[src/afm_consts.svh]
// constants for the actuator fault manager
`ifndef AFM_CONSTS_SVH
`define AFM_CONSTS_SVH
`define AFM_NF 14
`define AFM_NI 10
`define AFM_TW 26
`define AFM_F_FREQ 0
`define AFM_F_SENSOR 1
`define AFM_F_INTERNAL 2
`define AFM_F_DUTY_HI 3
`define AFM_F_DUTY_LO 4
`define AFM_F_VOLT_HI 5
`define AFM_F_VOLT_LO 6
`define AFM_F_TEMP_HI 7
`define AFM_F_TEMP_LO 8
`define AFM_F_POS_ERR 9
`define AFM_F_PWR_UP 10
`define AFM_F_LOW_PWR 11
`define AFM_F_WDOG 12
`define AFM_F_SPRING 13
`define AFM_HARD_SD 14'h0007
`define AFM_HARD_LATCH 14'h0006
`define AFM_I_EXT_ADC 4
`define AFM_CLK_HZ 100000000
`define AFM_FREQ_MIN_HZ 250
`define AFM_FREQ_MAX_HZ 20000
`define AFM_EXT_ADC_MS 5
`define AFM_INT_ADC_MS 50
`define AFM_SPR_START_MS 200
`define AFM_CYC_PER_MS (`AFM_CLK_HZ / 1000)
`define AFM_TEMP_HI_C 10'sh08C
`define AFM_TEMP_LO_C (-10'sh02D)
`define AFM_PM_FULL 10'h3E8
`endif

[src/afm_pkg.sv]
// types shared by the actuator fault manager
`include "afm_consts.svh"
package afm_pkg;
    typedef logic [`AFM_NF-1:0] afm_fvec_t;  // one bit per fault
    typedef logic [`AFM_TW-1:0] afm_tcnt_t;  // timer count
    // return spring check progress
    typedef enum logic [2:0] {
        SPR_IDLE, SPR_TO_START, SPR_LIMP, SPR_PASSED, SPR_FAILED, SPR_SKIPPED
    } afm_spr_t;
endpackage : afm_pkg

[src/afm_fault_manager.sv]
// fault supervision core: detection, latching, actions and log
`include "afm_consts.svh"
module afm_fault_manager import afm_pkg::*; #(
    parameter int FREQ_SLOW_CYC = `AFM_CLK_HZ / `AFM_FREQ_MIN_HZ,  // 250 Hz period
    parameter int FREQ_FAST_CYC = `AFM_CLK_HZ / `AFM_FREQ_MAX_HZ,  // 20 kHz period
    parameter int EXT_ADC_CYC = `AFM_CYC_PER_MS * `AFM_EXT_ADC_MS,  // 5 ms
    parameter int INT_ADC_CYC = `AFM_CYC_PER_MS * `AFM_INT_ADC_MS,  // 50 ms
    parameter int SPR_START_CYC = `AFM_CYC_PER_MS * `AFM_SPR_START_MS  // 200 ms
) (
    input wire logic CORE_CLK,  // core clock, 100 MHz
    input wire logic NRST,  // sync reset, active low
    input wire logic DEMAND_IN,  // demand pulse train
    input wire logic [9:0] DUTY_HI_PM,  // duty high threshold
    input wire logic [9:0] DUTY_LO_PM,  // duty low threshold
    input wire logic [15:0] SUPPLY_MV,  // measured supply
    input wire logic [15:0] VOLT_HI_MV,  // supply high threshold
    input wire logic [15:0] VOLT_LO_MV,  // supply low threshold
    input wire logic signed [9:0] TEMP_C,  // electronics temperature
    input wire logic SENSOR_BAD,  // position sensor failed
    input wire logic POS_MISMATCH,  // feedback off demand
    input wire afm_tcnt_t POS_ERR_DELAY,  // tracking allowance, cycles
    input wire logic LOW_VOLT_RST,  // last reset from low voltage
    input wire logic WDOG_RST,  // last reset from watchdog
    input wire logic EE_READ_FAIL,  // memory read failure
    input wire logic EE_WRITE_FAIL,  // memory write failure
    input wire logic PARAM_VER_MIXED,  // stored versions mixed
    input wire logic PARAM_CRC_VALID,  // computed check code ready
    input wire logic [15:0] PARAM_CRC_STORED,  // stored check code
    input wire logic [15:0] PARAM_CRC_CALC,  // computed check code
    input wire logic EXT_ADC_DONE,  // external converter round done
    input wire logic INT_ADC_IRQ,  // on-chip converter interrupt
    input wire logic INT_ADC_UPDATE,  // on-chip converter update
    input wire logic [3:0] RAIL_BAD,  // 5 V, -5 V ref, -15 V, +15 V
    input wire logic SPRING_EN,  // spring check configured
    input wire logic POS_CTRL_READY,  // position control active
    input wire logic AT_START,  // output at start position
    input wire logic AT_FINISH,  // output at finish position
    input wire logic DEMAND_VALID,  // valid demand present
    input wire afm_tcnt_t SPRING_TIMEOUT,  // finish timeout, cycles
    input wire afm_fvec_t FAULT_USED,  // per-fault used
    input wire afm_fvec_t FAULT_SHUTDOWN,  // per-fault shutdown
    input wire afm_fvec_t FAULT_DOUT_EN,  // per-fault discrete output
    input wire logic LATCH_ALL,  // global latching
    input wire logic RESET_FAULTS,  // reset active faults, pulse
    input wire logic CLEAR_LOG,  // clear logged faults, pulse
    input wire logic LOG_LOAD,  // restore log from storage, pulse
    input wire afm_fvec_t LOG_LOAD_DATA,  // log image to restore
    output afm_fvec_t ACTIVE,  // active faults
    output afm_fvec_t LOGGED,  // logged faults
    output logic [`AFM_NI-1:0] INTERNAL_CAUSE,  // latched internal causes
    output logic SHUTDOWN,  // force predetermined position
    output logic ALARM,  // annunciate only
    output logic FAIL_DRIVE,  // current control to fail direction
    output logic DISCRETE_OUT,  // discrete output state
    output logic SPRING_SEEK,  // drive to spring start
    output logic SPRING_LIMP,  // zero drive current
    output logic SPRING_PASSED,  // spring check passed
    output logic SPRING_SKIPPED  // spring check not performed
);

    ////////////////////////////////////////////////////////////////////////////////
    // detectors

    logic freq_bad;  // demand frequency out of window
    logic duty_hi;  // duty over high threshold
    logic duty_lo;  // duty under low threshold
    logic ext_adc_exp;  // external converter silent
    logic int_adc_exp;  // on-chip converter silent
    logic pos_err_exp;  // tracking error outlasted allowance
    logic pwr_up;  // first cycle after power-up reset
    afm_spr_t spr_state;  // spring check state
    afm_spr_t next_spr_state;
    afm_tcnt_t spr_cnt;  // spring phase timer

    afm_pwm_mon #(
        .SLOW_CYC(FREQ_SLOW_CYC),
        .FAST_CYC(FREQ_FAST_CYC)
    ) u_pwm (
        .clk(CORE_CLK),
        .nrst(NRST),
        .demand(DEMAND_IN),
        .hi_pm(DUTY_HI_PM),
        .lo_pm(DUTY_LO_PM),
        .freq_bad(freq_bad),
        .duty_hi(duty_hi),
        .duty_lo(duty_lo)
    );

    // external converter must finish a full round every 5 ms
    afm_timeout u_ext_adc (
        .clk(CORE_CLK),
        .nrst(NRST),
        .act(EXT_ADC_DONE),
        .limit(EXT_ADC_CYC[`AFM_TW-1:0]),
        .expired(ext_adc_exp)
    );

    // either an interrupt or an update keeps the on-chip converter alive
    afm_timeout u_int_adc (
        .clk(CORE_CLK),
        .nrst(NRST),
        .act(INT_ADC_IRQ || INT_ADC_UPDATE),
        .limit(INT_ADC_CYC[`AFM_TW-1:0]),
        .expired(int_adc_exp)
    );

    // tracking must fail for the whole allowance, so transients pass
    afm_timeout u_pos_err (
        .clk(CORE_CLK),
        .nrst(NRST),
        .act(!POS_MISMATCH),
        .limit(POS_ERR_DELAY),
        .expired(pos_err_exp)
    );

    // internal causes, one bit each
    wire crc_bad = PARAM_CRC_VALID && (PARAM_CRC_STORED != PARAM_CRC_CALC);
    wire [`AFM_NI-1:0] int_raw = {
        RAIL_BAD,
        int_adc_exp,
        ext_adc_exp,
        crc_bad,
        PARAM_VER_MIXED,
        EE_WRITE_FAIL,
        EE_READ_FAIL
    };

    // supply and temperature windows
    wire volt_hi = SUPPLY_MV > VOLT_HI_MV;
    wire volt_lo = SUPPLY_MV < VOLT_LO_MV;
    wire temp_hi = TEMP_C > `AFM_TEMP_HI_C;
    wire temp_lo = TEMP_C < `AFM_TEMP_LO_C;

    // raw condition vector in fault order
    wire afm_fvec_t cond = {
        spr_state == SPR_FAILED,
        WDOG_RST,
        LOW_VOLT_RST,
        pwr_up,
        pos_err_exp,
        temp_lo,
        temp_hi,
        volt_lo,
        volt_hi,
        duty_lo,
        duty_hi,
        |int_raw,
        SENSOR_BAD,
        freq_bad
    };

    ////////////////////////////////////////////////////////////////////////////////
    // configuration and latching

    // shutdown-only faults cannot be ignored or turned into alarms
    wire afm_fvec_t used_eff = FAULT_USED | `AFM_HARD_SD;
    wire afm_fvec_t sd_eff = FAULT_SHUTDOWN | `AFM_HARD_SD;
    wire afm_fvec_t latch_eff = {`AFM_NF{LATCH_ALL}} | `AFM_HARD_LATCH;
    wire afm_fvec_t cond_u = cond & used_eff;
    afm_fvec_t next_active;
    afm_fvec_t next_logged;

    // per fault: detection sets, latch holds, reset only frees what is gone;
    // a detection in the reset cycle wins, so a live fault never drops
    genvar gi;
    generate
        for (gi = 0; gi < `AFM_NF; gi++) begin : g_fault
            wire held = ACTIVE[gi] && latch_eff[gi] && used_eff[gi] && !RESET_FAULTS;
            assign next_active[gi] = cond_u[gi] || held;
            wire fell = ACTIVE[gi] && !next_active[gi];
            wire kept = LOG_LOAD ? LOG_LOAD_DATA[gi] : (LOGGED[gi] && !CLEAR_LOG);
            assign next_logged[gi] = kept || fell;
        end
    endgenerate

    // internal causes latch on their own and stay until reset
    wire [`AFM_NI-1:0] next_cause = int_raw | (INTERNAL_CAUSE & {`AFM_NI{!RESET_FAULTS}});

    // fault and log state
    always_ff @(posedge CORE_CLK) begin
        if (!NRST) begin
            ACTIVE <= '0;
            LOGGED <= '0;
            INTERNAL_CAUSE <= '0;
            pwr_up <= 1'b1;
        end else begin
            ACTIVE <= next_active;
            LOGGED <= next_logged;
            INTERNAL_CAUSE <= next_cause;
            pwr_up <= 1'b0;
        end
    end

    ////////////////////////////////////////////////////////////////////////////////
    // actions

    assign SHUTDOWN = |(ACTIVE & sd_eff);
    assign ALARM = |(ACTIVE & ~sd_eff);
    assign FAIL_DRIVE = ACTIVE[`AFM_F_SENSOR] || ACTIVE[`AFM_F_INTERNAL];
    assign DISCRETE_OUT = |(ACTIVE & FAULT_DOUT_EN);

    ////////////////////////////////////////////////////////////////////////////////
    // return spring check at power-up

    wire spr_abort = DEMAND_VALID || SHUTDOWN;  // a live demand or shutdown wins
    wire start_late = spr_cnt >= SPR_START_CYC[`AFM_TW-1:0];
    wire finish_late = spr_cnt >= SPRING_TIMEOUT;

    // sequence: seek start, go limp, expect the spring to reach finish
    always_comb begin
        next_spr_state = spr_state;
        case (spr_state)
            SPR_IDLE: begin
                if (POS_CTRL_READY) begin
                    next_spr_state = SPRING_EN ? SPR_TO_START : SPR_SKIPPED;
                end
            end
            SPR_TO_START: begin
                if (spr_abort) begin
                    next_spr_state = SPR_SKIPPED;
                end else if (AT_START) begin
                    next_spr_state = SPR_LIMP;
                end else if (start_late) begin
                    next_spr_state = SPR_FAILED;
                end
            end
            SPR_LIMP: begin
                if (spr_abort) begin
                    next_spr_state = SPR_SKIPPED;
                end else if (AT_FINISH) begin
                    next_spr_state = SPR_PASSED;
                end else if (finish_late) begin
                    next_spr_state = SPR_FAILED;
                end
            end
            default: begin
                next_spr_state = spr_state;  // end states hold until power cycle
            end
        endcase
    end

    // timer restarts on every state change
    always_ff @(posedge CORE_CLK) begin
        if (!NRST) begin
            spr_state <= SPR_IDLE;
            spr_cnt <= '0;
        end else begin
            spr_state <= next_spr_state;
            spr_cnt <= (next_spr_state != spr_state) ? '0 : spr_cnt + 1'b1;
        end
    end

    assign SPRING_SEEK = spr_state == SPR_TO_START;
    assign SPRING_LIMP = spr_state == SPR_LIMP;
    assign SPRING_PASSED = spr_state == SPR_PASSED;
    assign SPRING_SKIPPED = spr_state == SPR_SKIPPED;

    ////////////////////////////////////////////////////////////////////////////////
    // checks

    property p_detect;
        @(posedge CORE_CLK) disable iff (!NRST) cond_u[`AFM_F_TEMP_HI] |=> ACTIVE[`AFM_F_TEMP_HI];
    endproperty
    a_detect: assert property (p_detect) else $error("detected fault not active");

    property p_latch;
        @(posedge CORE_CLK) disable iff (!NRST)
            (LATCH_ALL && FAULT_USED[`AFM_F_POS_ERR] && ACTIVE[`AFM_F_POS_ERR]
            && !RESET_FAULTS) |=> ACTIVE[`AFM_F_POS_ERR];
    endproperty
    a_latch: assert property (p_latch) else $error("latched fault dropped");

    property p_nolatch;
        @(posedge CORE_CLK) disable iff (!NRST)
            (!LATCH_ALL && !cond_u[`AFM_F_VOLT_HI]) |=> !ACTIVE[`AFM_F_VOLT_HI];
    endproperty
    a_nolatch: assert property (p_nolatch) else $error("non-latching fault held");

    property p_hard_sd;
        @(posedge CORE_CLK) disable iff (!NRST) ACTIVE[`AFM_F_FREQ] |-> SHUTDOWN;
    endproperty
    a_hard_sd: assert property (p_hard_sd) else $error("hard shutdown missing");

    property p_dout;
        @(posedge CORE_CLK) disable iff (!NRST)
            (ACTIVE[`AFM_F_VOLT_LO] && FAULT_DOUT_EN[`AFM_F_VOLT_LO]) |-> DISCRETE_OUT;
    endproperty
    a_dout: assert property (p_dout) else $error("discrete output not set");

    property p_log;
        @(posedge CORE_CLK) disable iff (!NRST)
            (ACTIVE[`AFM_F_TEMP_LO] && !next_active[`AFM_F_TEMP_LO]) |=> LOGGED[`AFM_F_TEMP_LO];
    endproperty
    a_log: assert property (p_log) else $error("cleared fault not logged");

    property p_sensor;
        @(posedge CORE_CLK) disable iff (!NRST)
            (ACTIVE[`AFM_F_SENSOR] && !RESET_FAULTS) |=> (ACTIVE[`AFM_F_SENSOR] && FAIL_DRIVE);
    endproperty
    a_sensor: assert property (p_sensor) else $error("sensor fault not latched");

    property p_cause;
        @(posedge CORE_CLK) disable iff (!NRST)
            $rose(INTERNAL_CAUSE[`AFM_I_EXT_ADC]) |-> (ACTIVE[`AFM_F_INTERNAL] && FAIL_DRIVE);
    endproperty
    a_cause: assert property (p_cause) else $error("cause without internal fault");

    property p_alarm;
        @(posedge CORE_CLK) disable iff (!NRST)
            (ACTIVE == 14'h0010 && !FAULT_SHUTDOWN[`AFM_F_DUTY_LO]) |-> (ALARM && !SHUTDOWN);
    endproperty
    a_alarm: assert property (p_alarm) else $error("alarm took action");

    property p_reset_live;
        @(posedge CORE_CLK) disable iff (!NRST)
            (RESET_FAULTS && cond_u[`AFM_F_POS_ERR]) |=> ACTIVE[`AFM_F_POS_ERR];
    endproperty
    a_reset_live: assert property (p_reset_live) else $error("live fault reset");

    property p_spr_start;
        @(posedge CORE_CLK) disable iff (!NRST)
            (spr_state == SPR_TO_START && start_late && !AT_START && !spr_abort)
            |=> spr_state == SPR_FAILED ##1 ACTIVE[`AFM_F_SPRING] == FAULT_USED[`AFM_F_SPRING];
    endproperty
    a_spr_start: assert property (p_spr_start) else $error("spring start timeout missed");

endmodule : afm_fault_manager

[src/afm_pwm_mon.sv]
// demand pulse train monitor: frequency window and duty limits
`include "afm_consts.svh"
module afm_pwm_mon import afm_pkg::*; #(
    parameter int SLOW_CYC = 400000,  // period of lowest frequency
    parameter int FAST_CYC = 5000  // period of highest frequency
) (
    input wire logic clk,  // core clock
    input wire logic nrst,  // sync reset, active low
    input wire logic demand,  // demand pulse train
    input wire logic [9:0] hi_pm,  // duty high threshold, per mille
    input wire logic [9:0] lo_pm,  // duty low threshold, per mille
    output logic freq_bad,  // connected signal out of frequency window
    output logic duty_hi,  // duty above high threshold
    output logic duty_lo  // duty below low threshold
);
    afm_tcnt_t per_cnt;  // cycles since last rising edge
    afm_tcnt_t hi_cnt;  // high cycles in that period
    logic prev;  // last demand level
    wire rise = demand && !prev;
    wire stuck = (per_cnt >= SLOW_CYC[`AFM_TW-1:0]);  // no edge for a full slow period
    wire fast = (per_cnt < FAST_CYC[`AFM_TW-1:0]);
    wire [35:0] hi_scaled = hi_cnt * `AFM_PM_FULL;
    wire [35:0] hi_lim = per_cnt * hi_pm;
    wire [35:0] lo_lim = per_cnt * lo_pm;

    // measure each period; a flat line counts as disconnected, not off-frequency
    always_ff @(posedge clk) begin
        if (!nrst) begin
            prev <= 1'b0;
            per_cnt <= '0;
            hi_cnt <= '0;
            freq_bad <= 1'b0;
            duty_hi <= 1'b0;
            duty_lo <= 1'b0;
        end else begin
            prev <= demand;
            if (rise) begin
                per_cnt <= `AFM_TW'(1);
                hi_cnt <= `AFM_TW'(1);
                freq_bad <= fast || stuck;
                duty_hi <= hi_scaled > hi_lim;
                duty_lo <= hi_scaled < lo_lim;
            end else if (stuck) begin
                freq_bad <= 1'b0;  // nothing connected
                duty_hi <= demand;
                duty_lo <= !demand;
            end else begin
                per_cnt <= per_cnt + 1'b1;
                hi_cnt <= hi_cnt + {{(`AFM_TW-1){1'b0}}, demand};
            end
        end
    end

    property p_fast;
        @(posedge clk) disable iff (!nrst) (rise && fast) |=> freq_bad;
    endproperty
    a_fast: assert property (p_fast) else $error("fast demand not flagged");
endmodule : afm_pwm_mon

[src/afm_timeout.sv]
// activity watchdog: expires when no activity for limit cycles
module afm_timeout import afm_pkg::*; (
    input wire logic clk,  // core clock
    input wire logic nrst,  // sync reset, active low
    input wire logic act,  // activity seen this cycle
    input wire afm_tcnt_t limit,  // cycles allowed without activity
    output logic expired  // silent for limit cycles
);
    afm_tcnt_t cnt;  // cycles since last activity
    wire at_limit = (cnt >= limit);  // saturates here

    // restart on activity, hold at the limit otherwise
    always_ff @(posedge clk) begin
        if (!nrst) begin
            cnt <= '0;
            expired <= 1'b0;
        end else begin
            cnt <= act ? '0 : (at_limit ? cnt : cnt + 1'b1);
            expired <= !act && at_limit;
        end
    end

    property p_act_clears;
        @(posedge clk) disable iff (!nrst) act |=> !expired;
    endproperty
    a_act_clears: assert property (p_act_clears) else $error("expired after activity");
endmodule : afm_timeout
[config.mk]
export PLATFORM = sky130hd
export DESIGN_NAME = afm_fault_manager
export DESIGN_NICKNAME = d
export VERILOG_FILES = /design/src/afm_pkg.sv /design/src/afm_fault_manager.sv /design/src/afm_pwm_mon.sv /design/src/afm_timeout.sv
export VERILOG_INCLUDE_DIRS = /design/src
export SDC_FILE = /design/constraint.sdc
export NUM_CORES = 2
export LEC_CHECK = 0
export ABC_AREA = 1
export BUFFER_PORTS_ARGS = -buffer_cell sky130_fd_sc_hd__buf_4
export CAP_MARGIN = 5
export CORE_AREA = 2 2 343 345
export DETAILED_ROUTE_END_ITERATION = 10
export DIE_AREA = 0 0 345 347
export GPL_TIMING_DRIVEN = 0
export HOLD_SLACK_MARGIN = 0.06
export PLACE_DENSITY = 0.58
export SLEW_MARGIN = 20
export SYNTH_ARGS = -nofsm -noshare
export SYNTH_HDL_FRONTEND = slang
export SYNTH_SLANG_ARGS = --single-unit
export TNS_END_PERCENT = 20
[constraint.sdc]
create_clock -name CORE_CLK -period 8.84 [get_ports CORE_CLK]
set_clock_uncertainty 0.15 [all_clocks]
set_input_delay 1.326 -clock CORE_CLK [delete_from_list [all_inputs] [get_ports CORE_CLK]]
set_output_delay 1.326 -clock CORE_CLK [all_outputs]
set_load 0.005 [all_outputs]
==> impl_metrics.tcl <==
set metrics [dict create \
    outcome "finished clean" \
    cp.required_ns 9.09 \
    worstSetupEndpoint "u_pwm.duty_hi$_SDFFE_PN0P_" \
    max_stage_delay_ns 0.62 \
    cts_sinks 205 \
    hold_viol 0 \
    worstSkewPairLatency_ns 0.56 \
    cp-end-kind "flip-flop" \
    post-cts-setup-buffer-count 0 \
    antenna_found_initial 6 \
    vias 32700 \
    overflow 0 \
    htree_levels 1 \
    ys_ff_latch 205 \
    netlist_instances 4964 \
    drt-met1-wl_mm 51.5 \
    hold_path.class "flip-flop to flip-flop" \
    cts_buffers 26 \
    final_common_cell "nand2_1" \
    cts-root-buf "clkbuf_16" \
    path_max_fanout 10 \
    leakagePower_nw 22.0 \
    initial_utilization 0.309 \
    clock.fmax_mhz 117 \
    fp.dieW_um 345 \
    r2r-end "u_pwm.duty_hi$_SDFFE_PN0P_" \
    placed_area_um2 39700 \
    cts_resized 1 \
    cp-startpoint "DUTY_HI_PM[2]" \
    rows 125 \
    fin_area_um2 40600 \
    cts_tree "yes" \
    clockBufferDepth 3 \
    rsz0062_at_grt "true" \
    highest_layer "met5" \
    drc 0 \
    avgSynthCellArea_um2 7.21 \
    slew_headroom 0.379 \
    powerDensity_nw_per_um2 67.5 \
    met3WireLength_mm 6.43 \
    critical_path_class "input port to flip-flop" \
    setup_viol 0 \
    synth_edf_count 0 \
    place_hpwl_mm 97.8 \
    fin_crit_ns 8.54 \
    grt_pass1_vias 32400 \
    drtIter0Drc 2444 \
    period_share 0.966 \
    areaGrowthSynthToFinish_pct 13.3 \
    grt_max_degree 13 \
    fin_tns_setup_ns 0 \
    synth_top_area_share 0.265 \
    grt_pass1_wl_mm 182 \
    via_per_inst 4.80 \
    met2RoutedLength_mm 53.6 \
    wirelength_mm 114 \
    die_h_um 347 \
    fill_cells 12500 \
    ys_seq_area_frac 0.115 \
    synth.largest_area_cell "fa_1" \
    dieArea_um2 120000 \
    ys.flop_type "dfxtp_1" \
    gp_congestion 0.933 \
    rr_worst_depth 32 \
    core_um2 116000 \
    wl_per_cell_um 16.8 \
    start_kind "input port" \
    cap_violations 0 \
    r2r_start "u_pwm.per_cnt[15]$_SDFFE_PP0P_" \
    ant_nets 0 \
    synth_cell_types 52 \
    ios 291 \
    drive_gt1_frac 0.0726 \
    io_buffers 263 \
    async_reset_ff_frac 0 \
    nNetsFinal 6347 \
    ir_drop_v 0.000131 \
    cp_common_cell "nand2_1" \
    syn_area_um2 35800 \
    dr.pass1.iters 5 \
    cp.arrival_ns 8.79 \
    synthTopCellsByArea "fa_1 27%, ha_1 13%, nand2_1 13%" \
    synthesis.nets 6056 \
    final_util 0.351 \
    slew_violations 0 \
    layout_common_cells "1221 x nand2_1, 1085 x inv_1, 474 x fa_1, 373 x ha_1, 311 x a21oi_1" \
    ys_warn_count 0 \
    worstMarginPinSlew_ns 0.925 \
    cp_slowest_cell "clkbuf_1" \
    grt_usage 0.191 \
    r2r_slack_ns 0.63 \
    clkSlewWorstSetupHoldPaths_ns 0.06 \
    postCtsHoldBufs 0 \
]
[cell usage after synthesis (5+ instances only)]
master,number
buf_4,5
nor3_2,6
xor2_1,112
nand4_1,93
a21o_1,18
dfxtp_1,205
o21a_1,10
ha_1,373
nor3_1,107
nand3_1,115
buf_2,17
inv_1,1085
o211ai_1,7
nand2_2,5
buf_6,6
nand3b_1,6
a31oi_1,16
o21ai_0,104
clkbuf_1,128
a221oi_1,8
nor2_1,303
o21bai_1,21
o22ai_1,7
a21oi_1,311
nor4_1,34
buf_1,10
nand3_2,7
nand2_1,1221
a22oi_1,12
or2_2,8
inv_2,5
xnor2_1,87
fa_1,474
[worst min-delay path by stage]
stage,start,end,slack (ns),depth (start not counted)
4_1_cts,u_int_adc.cnt[24]$_SDFFE_PP0N_,u_int_adc.cnt[24]$_SDFFE_PP0N_,0.28,2
6_report,u_int_adc.cnt[25]$_SDFFE_PP0N_,u_int_adc.cnt[25]$_SDFFE_PP0N_,0.28,2
2_1_floorplan,u_ext_adc.cnt[24]$_SDFFE_PP0P_,u_ext_adc.cnt[24]$_SDFFE_PP0P_,0.26,2
3_5_place_dp,u_ext_adc.cnt[23]$_SDFFE_PP0P_,u_ext_adc.cnt[23]$_SDFFE_PP0P_,0.27,2
3_3_place_gp,u_ext_adc.cnt[24]$_SDFFE_PP0P_,u_ext_adc.cnt[24]$_SDFFE_PP0P_,0.26,2
5_1_grt,u_ext_adc.cnt[24]$_SDFFE_PP0P_,u_ext_adc.cnt[24]$_SDFFE_PP0P_,0.29,2
[power by group]
| group | internal, mW | total (mW) | switching (mW) |
|---|---|---|---|
| combinational | 0.262 | 0.675 | 0.413 |
| clock | 0.654 | 1.08 | 0.429 |
| sequential | 0.948 | 0.981 | 0.0332 |
[logic make-up after synthesis]
logic type | share of synthesized area
adders and majority gates | 0.395
AOI/OAI and AO/OA | 0.0836
xor gates and xnor gates | 0.0487
and+or+nand+nor | 0.224
buffers and inverters | 0.134
DFF | 0.115
[metrics by stage]
step | cells | hold slack [ns] | worst slack (ns) | total power, mW
2_1_floorplan | 4964 | 0.258 | 1.38 | 1.38
3_3_place_gp | 6751 | 0.265 | -0.703 | 1.66
3_5_place_dp | 6751 | 0.268 | -0.688 | 1.67
4_1_cts | 6796 | 0.277 | 0.113 | 2.77
5_1_grt | 6799 | 0.293 | -0.0216 | 2.89
6_report | 6800 | 0.276 | 0.301 | 2.74
[layout make-up]
cell class,count,area (µm²),area share
clock buffer,39,771,0.0190
buffer,166,723,0.0178
tap,1524,1910,0.0470
sequential,205,4100,0.101
inverter,1091,4100,0.101
multi-input combinational,3502,26900,0.663
clock inverter,6,80.1,0.00197
antenna,4,10.0,0.000247
timing repair buffer,263,1970,0.0487
[worst max-delay path: cells and delay by family]
kind,cells,cell delay (ns)
simple gates,15,1.84
fa+ha+maj,7,3.32
xor+xnor,1,0.29
compound gates,3,0.52
buf+inv,6,1.46
[registers in the layout (all words and copies together) (netlist names), 3 cells and up]
register,cells
spr_cnt,26
u_ext_adc.cnt,26
u_int_adc.cnt,26
u_pos_err.cnt,26
u_pwm.hi_cnt,26
u_pwm.per_cnt,26
ACTIVE,14
LOGGED,14
INTERNAL_CAUSE,10
spr_state,3
[layer usage]
metal | vias to the layer above | GRT usage
li1 | 15800 | -
met1 | 15800 | 0.263
met2 | 913 | 0.321
met3 | 163 | 0.0209
met4 | 2 | 0.0436
met5 | - | 0
Note: power is estimated with default switching activity, not from simulation.
